[src/amp_pkg.sv]
// Purpose: constants for the asynchronous page-mode memory port host
// Assumes: 125 MHz host clock, x32 data, 28-bit word address
// Notes: times in ns as printed, cycle counts derived from clock period
package amp_pkg;
    localparam int ADDR_W = 28;
    localparam int PIN_ADDR_W = 27;
    localparam int DATA_W = 32;
    localparam int TMR_W = 4;
    localparam int SYNC_STAGES = 2;
    localparam int CS_SEL_BIT = 27;
    localparam real CLK_PERIOD_NS = 8.0;

    // pin timing, ns
    localparam real T_WLWH_NS = 25.0;
    localparam real T_AVAV_NS = 45.0;
    localparam real T_WHAX_NS = 12.0;
    localparam real T_ACC_NS = 45.0;
    localparam real T_HIZ_NS = 15.0;
    localparam real T_EH_NS = 10.0;
    localparam real T_EP_NS = 45.0;
    localparam real T_PGSL_NS = 10.0;
    localparam real T_PGSH_NS = 10.0;
    localparam real T_PGH_NS = 45.0;
    localparam real T_AAP_NS = 15.0;
    localparam real T_WP_NS = 7.5;
    localparam real T_WPH_NS = 7.5;

    // least time to whole cycles, rounded up, never below one
    function automatic int ns2cyc(input real t);
        int n;
        n = $rtoi(t / CLK_PERIOD_NS);
        if (n * CLK_PERIOD_NS < t) n = n + 1;
        if (n < 1) n = 1;
        return n;
    endfunction

    function automatic int imax(input int a, input int b);
        return (a > b) ? a : b;
    endfunction

    localparam int WLO_CYC = ns2cyc(T_WLWH_NS);
    localparam int WHI_CYC = ns2cyc(T_WHAX_NS);
    localparam int ACC_CYC = ns2cyc(T_ACC_NS) + SYNC_STAGES;
    localparam int AAP_CYC = ns2cyc(T_AAP_NS) + SYNC_STAGES;
    localparam int END_CYC = imax(ns2cyc(T_EH_NS), ns2cyc(T_HIZ_NS));
    localparam int EP_CYC = ns2cyc(T_EP_NS);
    localparam int PGSL_CYC = ns2cyc(T_PGSL_NS);
    localparam int PGX_CYC = imax(ns2cyc(T_PGSH_NS), ns2cyc(T_PGH_NS));
    localparam int PWLO_CYC = ns2cyc(T_WP_NS);
    localparam int PWHI_CYC = ns2cyc(T_WPH_NS);
    localparam int CYC_CYC = ns2cyc(T_AVAV_NS);

    typedef enum logic [3:0] {
        AMP_IDLE = 4'h0,
        AMP_MODE = 4'h1,
        AMP_SETUP = 4'h2,
        AMP_WLO = 4'h3,
        AMP_WHI = 4'h4,
        AMP_RWAIT = 4'h5,
        AMP_PHOLD = 4'h6,
        AMP_PWLO = 4'h7,
        AMP_PWHI = 4'h8,
        AMP_PRWAIT = 4'h9,
        AMP_END = 4'ha
    } amp_state_t;
endpackage

[src/amp_host_ctrl.sv]
// Purpose: host controller driving the asynchronous page-mode memory pins
// Assumes: one outstanding access, read data returned via 2-entry buffer
// Notes: address bit 27 picks the upper chip select on the big part
//
// Overview of operation
// - output gate held high during writes
// - write strobe held high during reads
// - address set no later than strobe fall
// - write low 25 ns, cycle 45 ns
// - address valid 30 ns before write end
// - page select low 10 ns before select
// - leave page: high 10/45 ns
// - page write pulses write adjacent words
// - page write pulses 7.5 ns low/high
// - select low until page write completes
// - page select low 45, high 10 ns
`timescale 1ns/10ps
module amp_host_ctrl import amp_pkg::*; (
    input wire logic clk,
    input wire logic nrst,
    input wire logic ce,
    input wire logic req_valid,
    output logic req_ready,
    input wire logic req_write,
    input wire logic req_page,
    input wire logic [ADDR_W-1:0] req_addr,
    input wire logic [DATA_W-1:0] req_wdata,
    output logic rsp_valid,
    input wire logic rsp_ready,
    output logic [DATA_W-1:0] rsp_rdata,
    output logic [PIN_ADDR_W-1:0] mem_addr,
    output logic chip_select_lower_n,
    output logic chip_select_upper_n,
    output logic mem_we_n,
    output logic mem_oe_n,
    output logic page_select_n,
    output logic [DATA_W-1:0] mem_dq_o,
    output logic mem_dq_oe,
    input wire logic [DATA_W-1:0] mem_dq_i
);
    amp_state_t state_r, state_nxt;
    logic [TMR_W-1:0] tmr_r, tmr_nxt, cslow_r;
    logic pend_r, cur_write_r, cur_page_r, pg_mode_r, last_write_r;
    logic [ADDR_W-1:0] cur_addr_r, addr_r;
    logic [DATA_W-1:0] cur_wdata_r, dq_s1_r, dq_s2_r;
    logic out_v_r, sp_v_r, out_v_nxt, sp_v_nxt;
    logic [DATA_W-1:0] out_d_r, sp_d_r, out_d_nxt, sp_d_nxt;
    logic accept, launch, push, pop, compat, cs_act, pend_nxt;

    function automatic logic [TMR_W-1:0] ld(input int c);
        return TMR_W'(c - 1);
    endfunction

    assign accept = req_valid && req_ready;
    assign pop = rsp_valid && rsp_ready;
    // page continuation only for the same open page and same direction
    assign compat = cur_page_r && pg_mode_r && (cur_write_r == last_write_r)
        && (cur_addr_r[ADDR_W-1:2] == addr_r[ADDR_W-1:2]);

    // pin data passes two flops before anything looks at it
    always_ff @(posedge clk or negedge nrst) begin
        if (!nrst) begin
            dq_s1_r <= '0;
            dq_s2_r <= '0;
        end else if (ce) begin
            dq_s1_r <= mem_dq_i;
            dq_s2_r <= dq_s1_r;
        end
    end

    // sequencing of strobes; every wait is a whole-cycle count
    always_comb begin
        state_nxt = state_r;
        tmr_nxt = (tmr_r != '0) ? tmr_r - 1'b1 : tmr_r;
        launch = 1'b0;
        push = 1'b0;
        unique case (state_r)
            AMP_IDLE: if (pend_r) begin
                launch = 1'b1;
                if (cur_page_r != pg_mode_r) begin
                    // mode pin moves only while selects are high
                    state_nxt = AMP_MODE;
                    tmr_nxt = cur_page_r ? ld(PGSL_CYC) : ld(PGX_CYC);
                end else begin
                    state_nxt = AMP_SETUP;
                end
            end
            AMP_MODE: if (tmr_r == '0) state_nxt = AMP_SETUP;
            AMP_SETUP: begin
                state_nxt = cur_write_r ? AMP_WLO : AMP_RWAIT;
                tmr_nxt = cur_write_r ? ld(WLO_CYC) : ld(ACC_CYC);
            end
            AMP_WLO: if (tmr_r == '0) begin
                state_nxt = AMP_WHI;
                tmr_nxt = ld(WHI_CYC);
            end
            AMP_WHI: if (tmr_r == '0) begin
                state_nxt = pg_mode_r ? AMP_PHOLD : AMP_END;
                tmr_nxt = ld(END_CYC);
            end
            AMP_RWAIT, AMP_PRWAIT: if (tmr_r == '0) begin
                push = 1'b1;
                state_nxt = pg_mode_r ? AMP_PHOLD : AMP_END;
                tmr_nxt = ld(END_CYC);
            end
            AMP_PHOLD: begin
                if (pend_r && compat) begin
                    launch = 1'b1;
                    state_nxt = cur_write_r ? AMP_PWLO : AMP_PRWAIT;
                    tmr_nxt = cur_write_r ? ld(PWLO_CYC) : ld(AAP_CYC);
                end else if (!req_valid && cslow_r >= TMR_W'(EP_CYC)) begin
                    // select may rise only after the page low time
                    state_nxt = AMP_END;
                    tmr_nxt = ld(END_CYC);
                end
            end
            AMP_PWLO: if (tmr_r == '0) begin
                state_nxt = AMP_PWHI;
                tmr_nxt = ld(PWHI_CYC);
            end
            AMP_PWHI: if (tmr_r == '0) state_nxt = AMP_PHOLD;
            AMP_END: if (tmr_r == '0) state_nxt = AMP_IDLE;
            default: state_nxt = AMP_IDLE;
        endcase
    end

    always_ff @(posedge clk or negedge nrst) begin
        if (!nrst) begin
            state_r <= AMP_IDLE;
            tmr_r <= '0;
        end else if (ce) begin
            state_r <= state_nxt;
            tmr_r <= tmr_nxt;
        end
    end

    // request holding register; ready stays low until the access ends in AMP_IDLE or AMP_PHOLD
    assign pend_nxt = accept || (pend_r && !launch);
    always_ff @(posedge clk or negedge nrst) begin
        if (!nrst) begin
            pend_r <= 1'b0;
            cur_write_r <= 1'b0;
            cur_page_r <= 1'b0;
            cur_addr_r <= '0;
            cur_wdata_r <= '0;
            req_ready <= 1'b0;
        end else if (ce) begin
            pend_r <= pend_nxt;
            if (accept) begin
                cur_write_r <= req_write;
                cur_page_r <= req_page;
                cur_addr_r <= req_addr;
                cur_wdata_r <= req_wdata;
            end
            // spare slot free means a started read always has room
            req_ready <= !pend_nxt && !sp_v_nxt
                && (state_nxt == AMP_IDLE || state_nxt == AMP_PHOLD);
        end
    end

    // selects counted low so a page access lasts long enough
    assign cs_act = !(state_nxt == AMP_IDLE || state_nxt == AMP_MODE
        || state_nxt == AMP_END);
    always_ff @(posedge clk or negedge nrst) begin
        if (!nrst) begin
            cslow_r <= '0;
        end else if (ce) begin
            if (!cs_act) cslow_r <= '0;
            else if (cslow_r != '1) cslow_r <= cslow_r + 1'b1;
        end
    end

    function automatic logic addr_nxt_sel();
        return launch ? cur_addr_r[CS_SEL_BIT] : addr_r[CS_SEL_BIT];
    endfunction

    function automatic logic wr_nxt();
        return launch ? cur_write_r : last_write_r;
    endfunction

    // pin drivers, all registered from the next state
    always_ff @(posedge clk or negedge nrst) begin
        if (!nrst) begin
            addr_r <= '0;
            mem_dq_o <= '0;
            pg_mode_r <= 1'b0; // legacy mode from reset
            last_write_r <= 1'b0;
            chip_select_lower_n <= 1'b1;
            chip_select_upper_n <= 1'b1;
            mem_we_n <= 1'b1;
            mem_oe_n <= 1'b1;
            mem_dq_oe <= 1'b0;
        end else if (ce) begin
            if (launch) begin
                addr_r <= cur_addr_r;
                mem_dq_o <= cur_wdata_r;
                pg_mode_r <= cur_page_r;
                last_write_r <= cur_write_r;
            end
            chip_select_lower_n <= !(cs_act && !addr_nxt_sel());
            chip_select_upper_n <= !(cs_act && addr_nxt_sel());
            mem_we_n <= !(state_nxt == AMP_WLO || state_nxt == AMP_PWLO);
            mem_oe_n <= !(state_nxt == AMP_RWAIT || state_nxt == AMP_PRWAIT
                || (state_nxt == AMP_PHOLD && !wr_nxt()));
            mem_dq_oe <= wr_nxt() && state_nxt != AMP_PHOLD
                && cs_act;
        end
    end

    assign mem_addr = addr_r[PIN_ADDR_W-1:0];
    assign page_select_n = !pg_mode_r;

    // two-entry read buffer; receiver stall never drops a word
    always_comb begin
        out_v_nxt = out_v_r;
        out_d_nxt = out_d_r;
        sp_v_nxt = sp_v_r;
        sp_d_nxt = sp_d_r;
        if (pop) begin
            out_v_nxt = sp_v_r;
            out_d_nxt = sp_d_r;
            sp_v_nxt = 1'b0;
        end
        if (push && !out_v_nxt) begin
            out_v_nxt = 1'b1;
            out_d_nxt = dq_s2_r;
        end else if (push) begin
            sp_v_nxt = 1'b1;
            sp_d_nxt = dq_s2_r;
        end
    end

    always_ff @(posedge clk or negedge nrst) begin
        if (!nrst) begin
            out_v_r <= 1'b0;
            sp_v_r <= 1'b0;
            out_d_r <= '0;
            sp_d_r <= '0;
        end else if (ce) begin
            out_v_r <= out_v_nxt;
            sp_v_r <= sp_v_nxt;
            out_d_r <= out_d_nxt;
            sp_d_r <= sp_d_nxt;
        end
    end
    assign rsp_valid = out_v_r;
    assign rsp_rdata = out_d_r;

    logic cs_n;
    assign cs_n = chip_select_lower_n && chip_select_upper_n;
endmodule

[config.mk]
export PLATFORM = sky130hd
export DESIGN_NAME = amp_host_ctrl
export DESIGN_NICKNAME = d
export VERILOG_FILES = /design/src/amp_pkg.sv /design/src/amp_host_ctrl.sv
export SDC_FILE = /design/constraint.sdc
export NUM_CORES = 1
export LEC_CHECK = 0
export ABC_AREA = 1
export BUFFER_PORTS_ARGS = -buffer_cell sky130_fd_sc_hd__buf_2
export CAP_MARGIN = 20
export CORE_MARGIN = 5
export CORE_UTILIZATION = 54
export DETAILED_ROUTE_END_ITERATION = 12
export GPL_ROUTABILITY_DRIVEN = 1
export MAX_ROUTING_LAYER = met4
export PLACE_DENSITY = 0.83
export SLEW_MARGIN = 20
export SYNTH_ARGS = -nofsm -noshare
export SYNTH_HDL_FRONTEND = slang
export SYNTH_SLANG_ARGS = --single-unit
[constraint.sdc]
create_clock -name clk -period 2.7 [get_ports clk]
set_input_delay 0.54 -clock clk [delete_from_list [all_inputs] [get_ports clk]]
set_output_delay 0.54 -clock clk [all_outputs]
set_load 0.05 [all_outputs]
==> results.md, run 1 <==
* Hold Path End: dq_s1_r[17]
* Hold Violations, Final at 0
* Total Wirelength at roughly 28000 um
* Clock share of power at 24.2%
* Top Usage Layer GRT: met2
* Final Max Tran Viols at 0
* Top cell type's share of synthesized area at between 50% and 60%
* Switch Pwr at between 7 and 8 mW
* Slew @ Worst Pin at 0.654 ns
* Drt wl/cell at 14.8 um
* Port Buffers at just under 200
* Largest net degree at the start of global routing at 76
* Commonest non-fill, non-tap cell in the layout: nand2_1
* Crit start category: flop
* Fmax at 411 MHz
* Layout fillers at ~1800
* Synth Area in Simple Gates at between 20% and 30%
* Total number of vias at 9895
* CTS clock-pin slew for the worst setup and hold paths at 0.06 ns
* Final hold slack at 0.200 ns
* DIE WIDTH at 160 um
* Worst R2R Setup Slack at approximately 0.27 ns
* Sw frac at around 43%
* CTS sink count at 273
* Cell Rows at 54
* Hold Crit Depth at 3
* Clock latency on the worst-skew pair at 0.54 ns
* Syn nets at 1539
* Core Region at 22000 um^2
* CP max stage delay at 0.38 ns
* Outcome: finished clean
* Area of the multi-input gates at 4290 um^2
* Final Setup Violations at 0
* Die footprint at 25500 um^2
* Worst path arrival time at 2.86 ns
* Top-Level Pins at 198
* Avg Cell Area, Syn at 8.42 um^2
* Max_cap viols at 0
* Vias per cell at ~5.2
* Grt total ovfl at 0
* HP Start: mem_dq_i[17]
* Critical path buffers and inverters at 3
* Slew headroom at 56.4%
* Fin util at 65.4%
* Critical path class: reg -> reg
* Worst path top cell family by delay: simple AND/OR/NAND/NOR gates
* Internal cell power at 10.1 mW
* Initial Util at a little under three fifths
* Post-synthesis adder-cell area fraction at less than 1%
* Chip Height at approximately 160 um
* Worst vdd ir at between 0.8 and 0.9 mV
* CP Max Fanout at 15
* TritonRoute pass-1 iters at 5
* Area contributors post-synth: dfrtp_1 (56%), nand2_1 (15%), o21ai_0 (5.1%), inv_1 (4.0%), nor2_1 (3.6%)
* Period utilization at between 90% and 100%
* Post-synthesis sequential area ratio at 56.6%
* Commonest cells after routing, fill and taps aside: nand2_1 (472), dfrtp_1 (269), buf_2 (195)
* FF-to-FF End: cslow_r[0]
* Area growth syn-to-layout at 18.8%
* Total track usage at 22.7%
* First-pass GRT wire length at 47900 um
* Sequential share of power at 35.8%
* Iter 0 DRT Violations at 685
* Pleak at ~7.5 nW
* Layout cells sized above 1 at 19.8%
* Post-synthesis compound-gate area fraction at 10.3%
* Xor/xnor share of the synthesized area at 0.218%
* Postcts setup bufs at 0
* Largest family of logic cells by synthesized area: simple AND/OR/NAND/NOR gates
* Synthesized cell area at between 10000 and 15000 um^2
* Cells after Synth at 1434
* Reg2Reg Depth at 15
* Crit-path most repeated cell: nand2_1
* CP max-delay cell: dfrtp_1
* DRC at 0
* Root Driver: clkbuf_16
* Yosys cell types at 39
* Dpl hpwl at 18900 um
* Detail Route Antenna Nets at 0
* CP required at between 3 and 4 ns
* TritonCTS Buffers at 30
* Initial antenna violation count at 3
* Number of global-route vias before repair at 9790
* H-Tree Depth at 1
* Post-route minimum period at 2.43 ns
* Gpl congestion at 0.928
* Hold WC Path Type: in -> reg
* FF/Latch Area at 6840 um^2
* CTS max path bufs at 3
* Met2 Use GR at a little over a third
* Post-synth top area cell: dfrtp_1
* Comb pwr share at 40.0%
* Synth warn at 0
* Final #Nets at 1698
* Worst r2r src: tmr_r[0]
* CTS tree: built
* Worst path cell trace: inv_1, ha_1, nand2_1, nor2_4, inv_2, nand2_1, o21ai_0, inv_1, nand4_1, a21oi_1, nand3_1, nand3_2, nand2_1, nand2_1, nand2_1
* Register bit count reported by yosys at around 270
* Met1 Resource Use GR at 30.5%
* Kind of end point of the critical path: flop
* Final Skew at 0.00932 ns
* Met3 Resource Use GR at 5.00%
* Power density over the cells at between 1000 and 1500 nW/um^2
* Mux share of post-synthesis cell area at roughly 2.3%
[power groups by stage]
stage	clock [mW]	sequential (mW)	combinational, mW
after floorplan	0	7.87	4.06
after global placement	0	6.36	6.94
after detailed placement	0	6.42	7.11
after CTS	4.40	6.37	7.15
after global routing	4.57	6.57	7.83
final	4.31	6.38	7.12
[worst min-delay path, stage by stage]
cell and delay (ns):
buf_2 0.07, nand2_1 0.04, nand2_1 0.05
[area by class of cell]
| cell class | instances | area share, % |
|---|---|---|
| flip-flops and latches | 273 | 47.6 |
| multi-input cells | 932 | 29.9 |
| repair buffers | 220 | 8.87 |
| clock buffers | 46 | 6.63 |
| inverters | 136 | 3.56 |
| well taps | 280 | 2.44 |
| clock inverters | 10 | 0.907 |
| diodes | 3 | 0.0523 |
[per-stage QoR]
step	TNS, ns	std cells	power, mW	cell area [um^2]	setup WS, ns
2_1_floorplan	0	1434	11.9	12100	0.521
3_3_place_gp	0	1840	13.3	13200	0.385
3_5_place_dp	0	1840	13.5	13200	0.257
4_1_cts	0	1897	17.9	14300	0.247
5_1_grt	-0.0243	1900	19.0	14400	-0.0168
6_report	0	1900	17.8	14400	0.265
[per-layer routing]
metal | vias to the layer above | part of all wire (%)
li1 | 4848 | -
met1 | 4631 | 43
met2 | 364 | 47
met3 | 52 | 8.0
met4 | 0 | 1.9
met5 | - | 0
[how the worst max path moves through the flow]
stage | startpoint | to | slack [ns] | cells past startpoint
detailed placement | tmr_r[0] | cslow_r[1] | 0.26 | 15
global placement | tmr_r[0] | cslow_r[1] | 0.38 | 15
floorplan | tmr_r[0] | cslow_r[0] | 0.52 | 16
CTS | tmr_r[0] | cslow_r[1] | 0.25 | 15
global route | tmr_r[0] | cslow_r[1] | -0.02 | 15
finish | tmr_r[0] | cslow_r[0] | 0.27 | 15
[registers in the layout, indices dropped and copies added (netlist names), 4 cells and up]
signal       flops
cur_wdata_r     32
dq_s1_r         32
dq_s2_r         32
tmr_r            4
cslow_r          4
sp_d_r          32
addr_r          28
cur_addr_r      28
rsp_rdata       32
state_r          4
mem_dq_o        32
[cell usage after synthesis (all sizes together)]
cell type / number
nand2: 475
dfrtp: 269
inv: 134
o21ai: 130
nor2: 118
a21oi: 57
nand3: 56
clkbuf: 51
buf: 42
a31oi: 35
mux2: 25
nand4: 8
ha: 6
dfstp: 4
nor3: 3
o211ai: 3
a211oi: 2
clkinv: 2
o22ai: 2
or2: 2
xnor2: 2
a31o: 1
and2: 1
and3: 1
nand2b: 1
nand3b: 1
o2111ai: 1
o21bai: 1
xor2: 1
[what timing repair did]
action / CTS / global route
endpoints found under the hold margin: 62 / 0
hold buffers: 1 / 0
endpoints found under the setup margin: 0 / 4
resized for setup: 0 / 2
[kinds of logic after synthesis]
kind of cell / Yosys count
buffers and inverters: 229
adders and majority gates: 6
and+or+nand+nor: 666
xor gates and xnor gates: 3
DFF: 273
muxes: 25
AOI/OAI and AO/OA: 232
(Power assumes the default switching activity.)
==> run 2: changes to the inputs <==
--- a/config.mk
+++ b/config.mk
@@ -5,7 +5,6 @@
 export SDC_FILE = /design/constraint.sdc
 export NUM_CORES = 1
 export LEC_CHECK = 0
-export ABC_AREA = 1
 export BUFFER_PORTS_ARGS = -buffer_cell sky130_fd_sc_hd__buf_2
 export CAP_MARGIN = 20
 export CORE_MARGIN = 5
==> results.md, run 2 <==
* Share of flip-flops with an asynchronous set or reset at 100% (unchanged)
* Hold WC Path Type: in -> async
* Final hold slack at -0.0149 ns (-0.215 ns)
* Dpl hpwl at 17300 um (-8.4%)
* Crit-path most repeated cell: buf_4
* Clock latency on the worst-skew pair at 0.54 ns (about the same)
* Critical path class: reg -> reg
* Chip Height at 158 um (-0.76%)
* Commonest cells after routing, fill and taps aside: dfrtp_1 (269), mux2_2 (222), buf_2 (195)
* Final Max Tran Viols at 0 (unchanged)
* CTS tree: built
* Critical path buffers and inverters at 3 (unchanged)
* Top-Level Pins at 198 (unchanged)
* Crit start category: flop
* Synthesized cell area at 11900 um^2 (-1.6%)
* Slew headroom at 42.5% (-14 points)
* CP startpoint: tmr_r[0]
* Violated checks: hold timing
* Area growth syn-to-layout at 20.4%
* Dpl cells at 1330 (-28%)
* Top Usage Layer GRT: met2
* Met1 Resource Use GR at 26.4% (-4.1 points)
* Final Skew at 0.0260 ns (+0.0167 ns)
* Vias per cell at 5.55 (+6.6%)
* Synth warn at 0 (unchanged)
* Initial Util at 54.6% (-0.38 points)
* Number of synthesized flops with an enable pin at 0 (unchanged)
* Ys flop type: dfrtp_1
* Final Setup Violations at 0 (unchanged)
* Pleak at 6.79 nW (-9.1%)
* Max_cap viols at 0 (unchanged)
* Layout cells sized above 1 at 48.0% (+28 points)
* Worst path cell trace: inv_2, ha_4, nor3b_4, buf_4, nand3_1, a21oi_1, a311oi_1, buf_4, and3_2, or4_1, o32ai_2
* Tot Pwr at 16.1 mW (-9.6%)
* Core Region at 21800 um^2 (-0.92%)
* Post-synthesis sequential area ratio at 57.5% (+0.93 points)
* Initial antenna violation count at 1 (-2)
* Fmax at 389 MHz (-5.2%)
* Slew @ Worst Pin at 0.862 ns (+0.208 ns)
* CTS sink count at 273 (unchanged)
* CTS clock-pin slew for the worst setup and hold paths at 0.07 ns (about the same)
* TritonCTS Buffers at 29 (-3.3%)
* Avg Cell Area, Syn at 13.4 um^2 (+59%)
* Total number of vias at 7709 (-22%)
* Port Buffers at 197 (unchanged)
* Worst path top cell family by delay: simple AND/OR/NAND/NOR gates
* Syn nets at 993 (-35%)
* Grt total ovfl at 0 (unchanged)
* Commonest non-fill, non-tap cell in the layout: dfrtp_1
* First-pass GRT wire length at 41000 um (-15%)
* Final #Nets at 1190 (-30%)
* Register bit count reported by yosys at 273 (unchanged)
* Cell Rows at 54 (unchanged)
* H-Tree Depth at 1 (unchanged)
* Iter 0 DRT Violations at 304 (-56%)
* DIE WIDTH at 158 um (-0.76%)
* Kind of end point of the critical path: flop
* Layout fillers at 1591 (-11%)
* CP max-delay cell: or4_1
* Number of global-route vias before repair at 8028 (-18%)
* Area contributors post-synth: dfrtp_1 (57%), mux2_2 (21%), mux2i_1 (2.9%), xor2_1 (2.0%), buf_4 (1.7%)
* Power density over the cells at 1120 nW/um^2 (-9.4%)
* CP required at 3.13 ns (about the same)
* Worst r2r src: tmr_r[0]
* Post-synth top area cell: dfrtp_1
* Gpl congestion at 0.968 (+4.3%)
* Total track usage at 20.7% (-2.0 points)
* Met3 Resource Use GR at 5.52% (+0.52 points)
* Top cell type's share of synthesized area at 56.6% (+0.92 points)
* Period utilization at 95.2% (+5.0 points)
* CP max stage delay at 0.50 ns (+0.12 ns)
* Outcome: finished, violations left
* Final std cells w/o fill at 1389 (-27%)
* Yosys cell types at 68 (+74%)
* Hold Violations, Final at 2 (+2)
* Detail Route Antenna Nets at 0 (unchanged)
* Cells after Synth at 888 (-38%)
* Drt wl/cell at 18.2 um (+23%)
* Die footprint at 25100 um^2 (-1.5%)
* CP Max Fanout at 7 (-8)
* Largest net degree at the start of global routing at 78 (+2.6%)
* DRC at 0 (unchanged)
* Cell with the most instances after synthesis: dfrtp_1
* Met2 Use GR at 33.5% (-2.4 points)
* Total Wirelength at 25300 um (-10%)
* Root Driver: clkbuf_16
* TritonRoute pass-1 iters at 5 (unchanged)
* Worst vdd ir at 0.792 mV (-6.9%)
* CTS max path bufs at 3 (unchanged)
* Post-route minimum period at 2.57 ns (+0.134 ns)
* Worst path arrival time at 3.00 ns (+0.14 ns)
* Synth top cells by count: dfrtp_1 (269), mux2_2 (222), nand2_1 (45)
run 2: layout make-up:
cell class | count | area [um^2] | share of cell area (%)
Sequential cell | 273 | 6840 | 47.8
Inverter | 12 | 45.0 | 0.315
Clock buffer | 45 | 866 | 6.05
Antenna cell | 2 | 5.00 | 0.0350
Timing Repair Buffer | 237 | 1400 | 9.77
Clock inverter | 8 | 140 | 0.979
Multi-Input combinational cell | 532 | 4670 | 32.6
Tap cell | 280 | 350 | 2.45
run 2: logic make-up after synthesis:
group                    synth area share, %
AO/OA/AOI/OAI                           6.04
XOR/XNOR                                2.06
multiplexers                            23.9
AND/OR/NAND/NOR                         6.08
adder cells (fa/ha/maj)                0.632
buffers and inverters                   3.76
flip-flops                              57.5
run 2: per-layer routing:
layer  share of wire (%)  wire length [um]
met1                  41             10400
met2                  48             12200
met3                 7.9              1990
met4                 2.6               646
met5                   0                 0
run 2: where the power goes:
part | internal [mW] | switching (mW) | leakage (nW)
registers | 5.26 | 0.865 | 3.46
clock network | 2.57 | 1.54 | 0.497
logic | 2.20 | 3.67 | 2.84
total | 10.0 | 6.07 | 6.79
run 2: stage by stage:
| step | instance area (um^2) | setup slack (ns) | setup TNS (ns) | hold WS, ns | util, % |
|---|---|---|---|---|---|
| after floorplan | 11900 | 0.165 | 0 | 0.244 | - |
| after global placement | 13200 | 0.132 | 0 | 0.463 | 60.8 |
| after detailed placement | 13200 | 0.0525 | 0 | 0.473 | 60.8 |
| after CTS | 14200 | 0.0107 | 0 | 0.0124 | 65.5 |
| after global routing | 14300 | -0.00539 | -0.00539 | 0.0356 | 65.8 |
| final | 14300 | 0.131 | 0 | -0.0149 | 65.8 |
run 2: worst paths after layout:
path | to | slack (ns) | cells after the start
setup / recovery | mem_dq_oe | 0.13 | 11
hold / removal | state_r[2] | -0.01 | 1
setup reg to reg | mem_dq_oe | 0.13 | 11
hold reg to reg | rsp_rdata[4] | 0.48 | 2
max in group asynchronous | mem_we_n | 1.97 | 2
min in group clk | cur_write_r | 0.23 | 2
run 2: worst register-to-register path, stage by stage (launching register included):
cell      delay, ns
dfrtp_1        0.41
inv_2          0.09
ha_4           0.16
nor3b_4        0.27
buf_4          0.16
nand3_1        0.08
a21oi_1        0.13
a311oi_1       0.06
buf_4          0.16
and3_2         0.24
or4_1          0.50
o32ai_2        0.20
run 2: what timing repair did:
action                     4_1_cts  5_1_grt
hold buffers                     0        0
setup buffers                    0        4
resized for setup                0        9
setup endpoints to repair        0       73
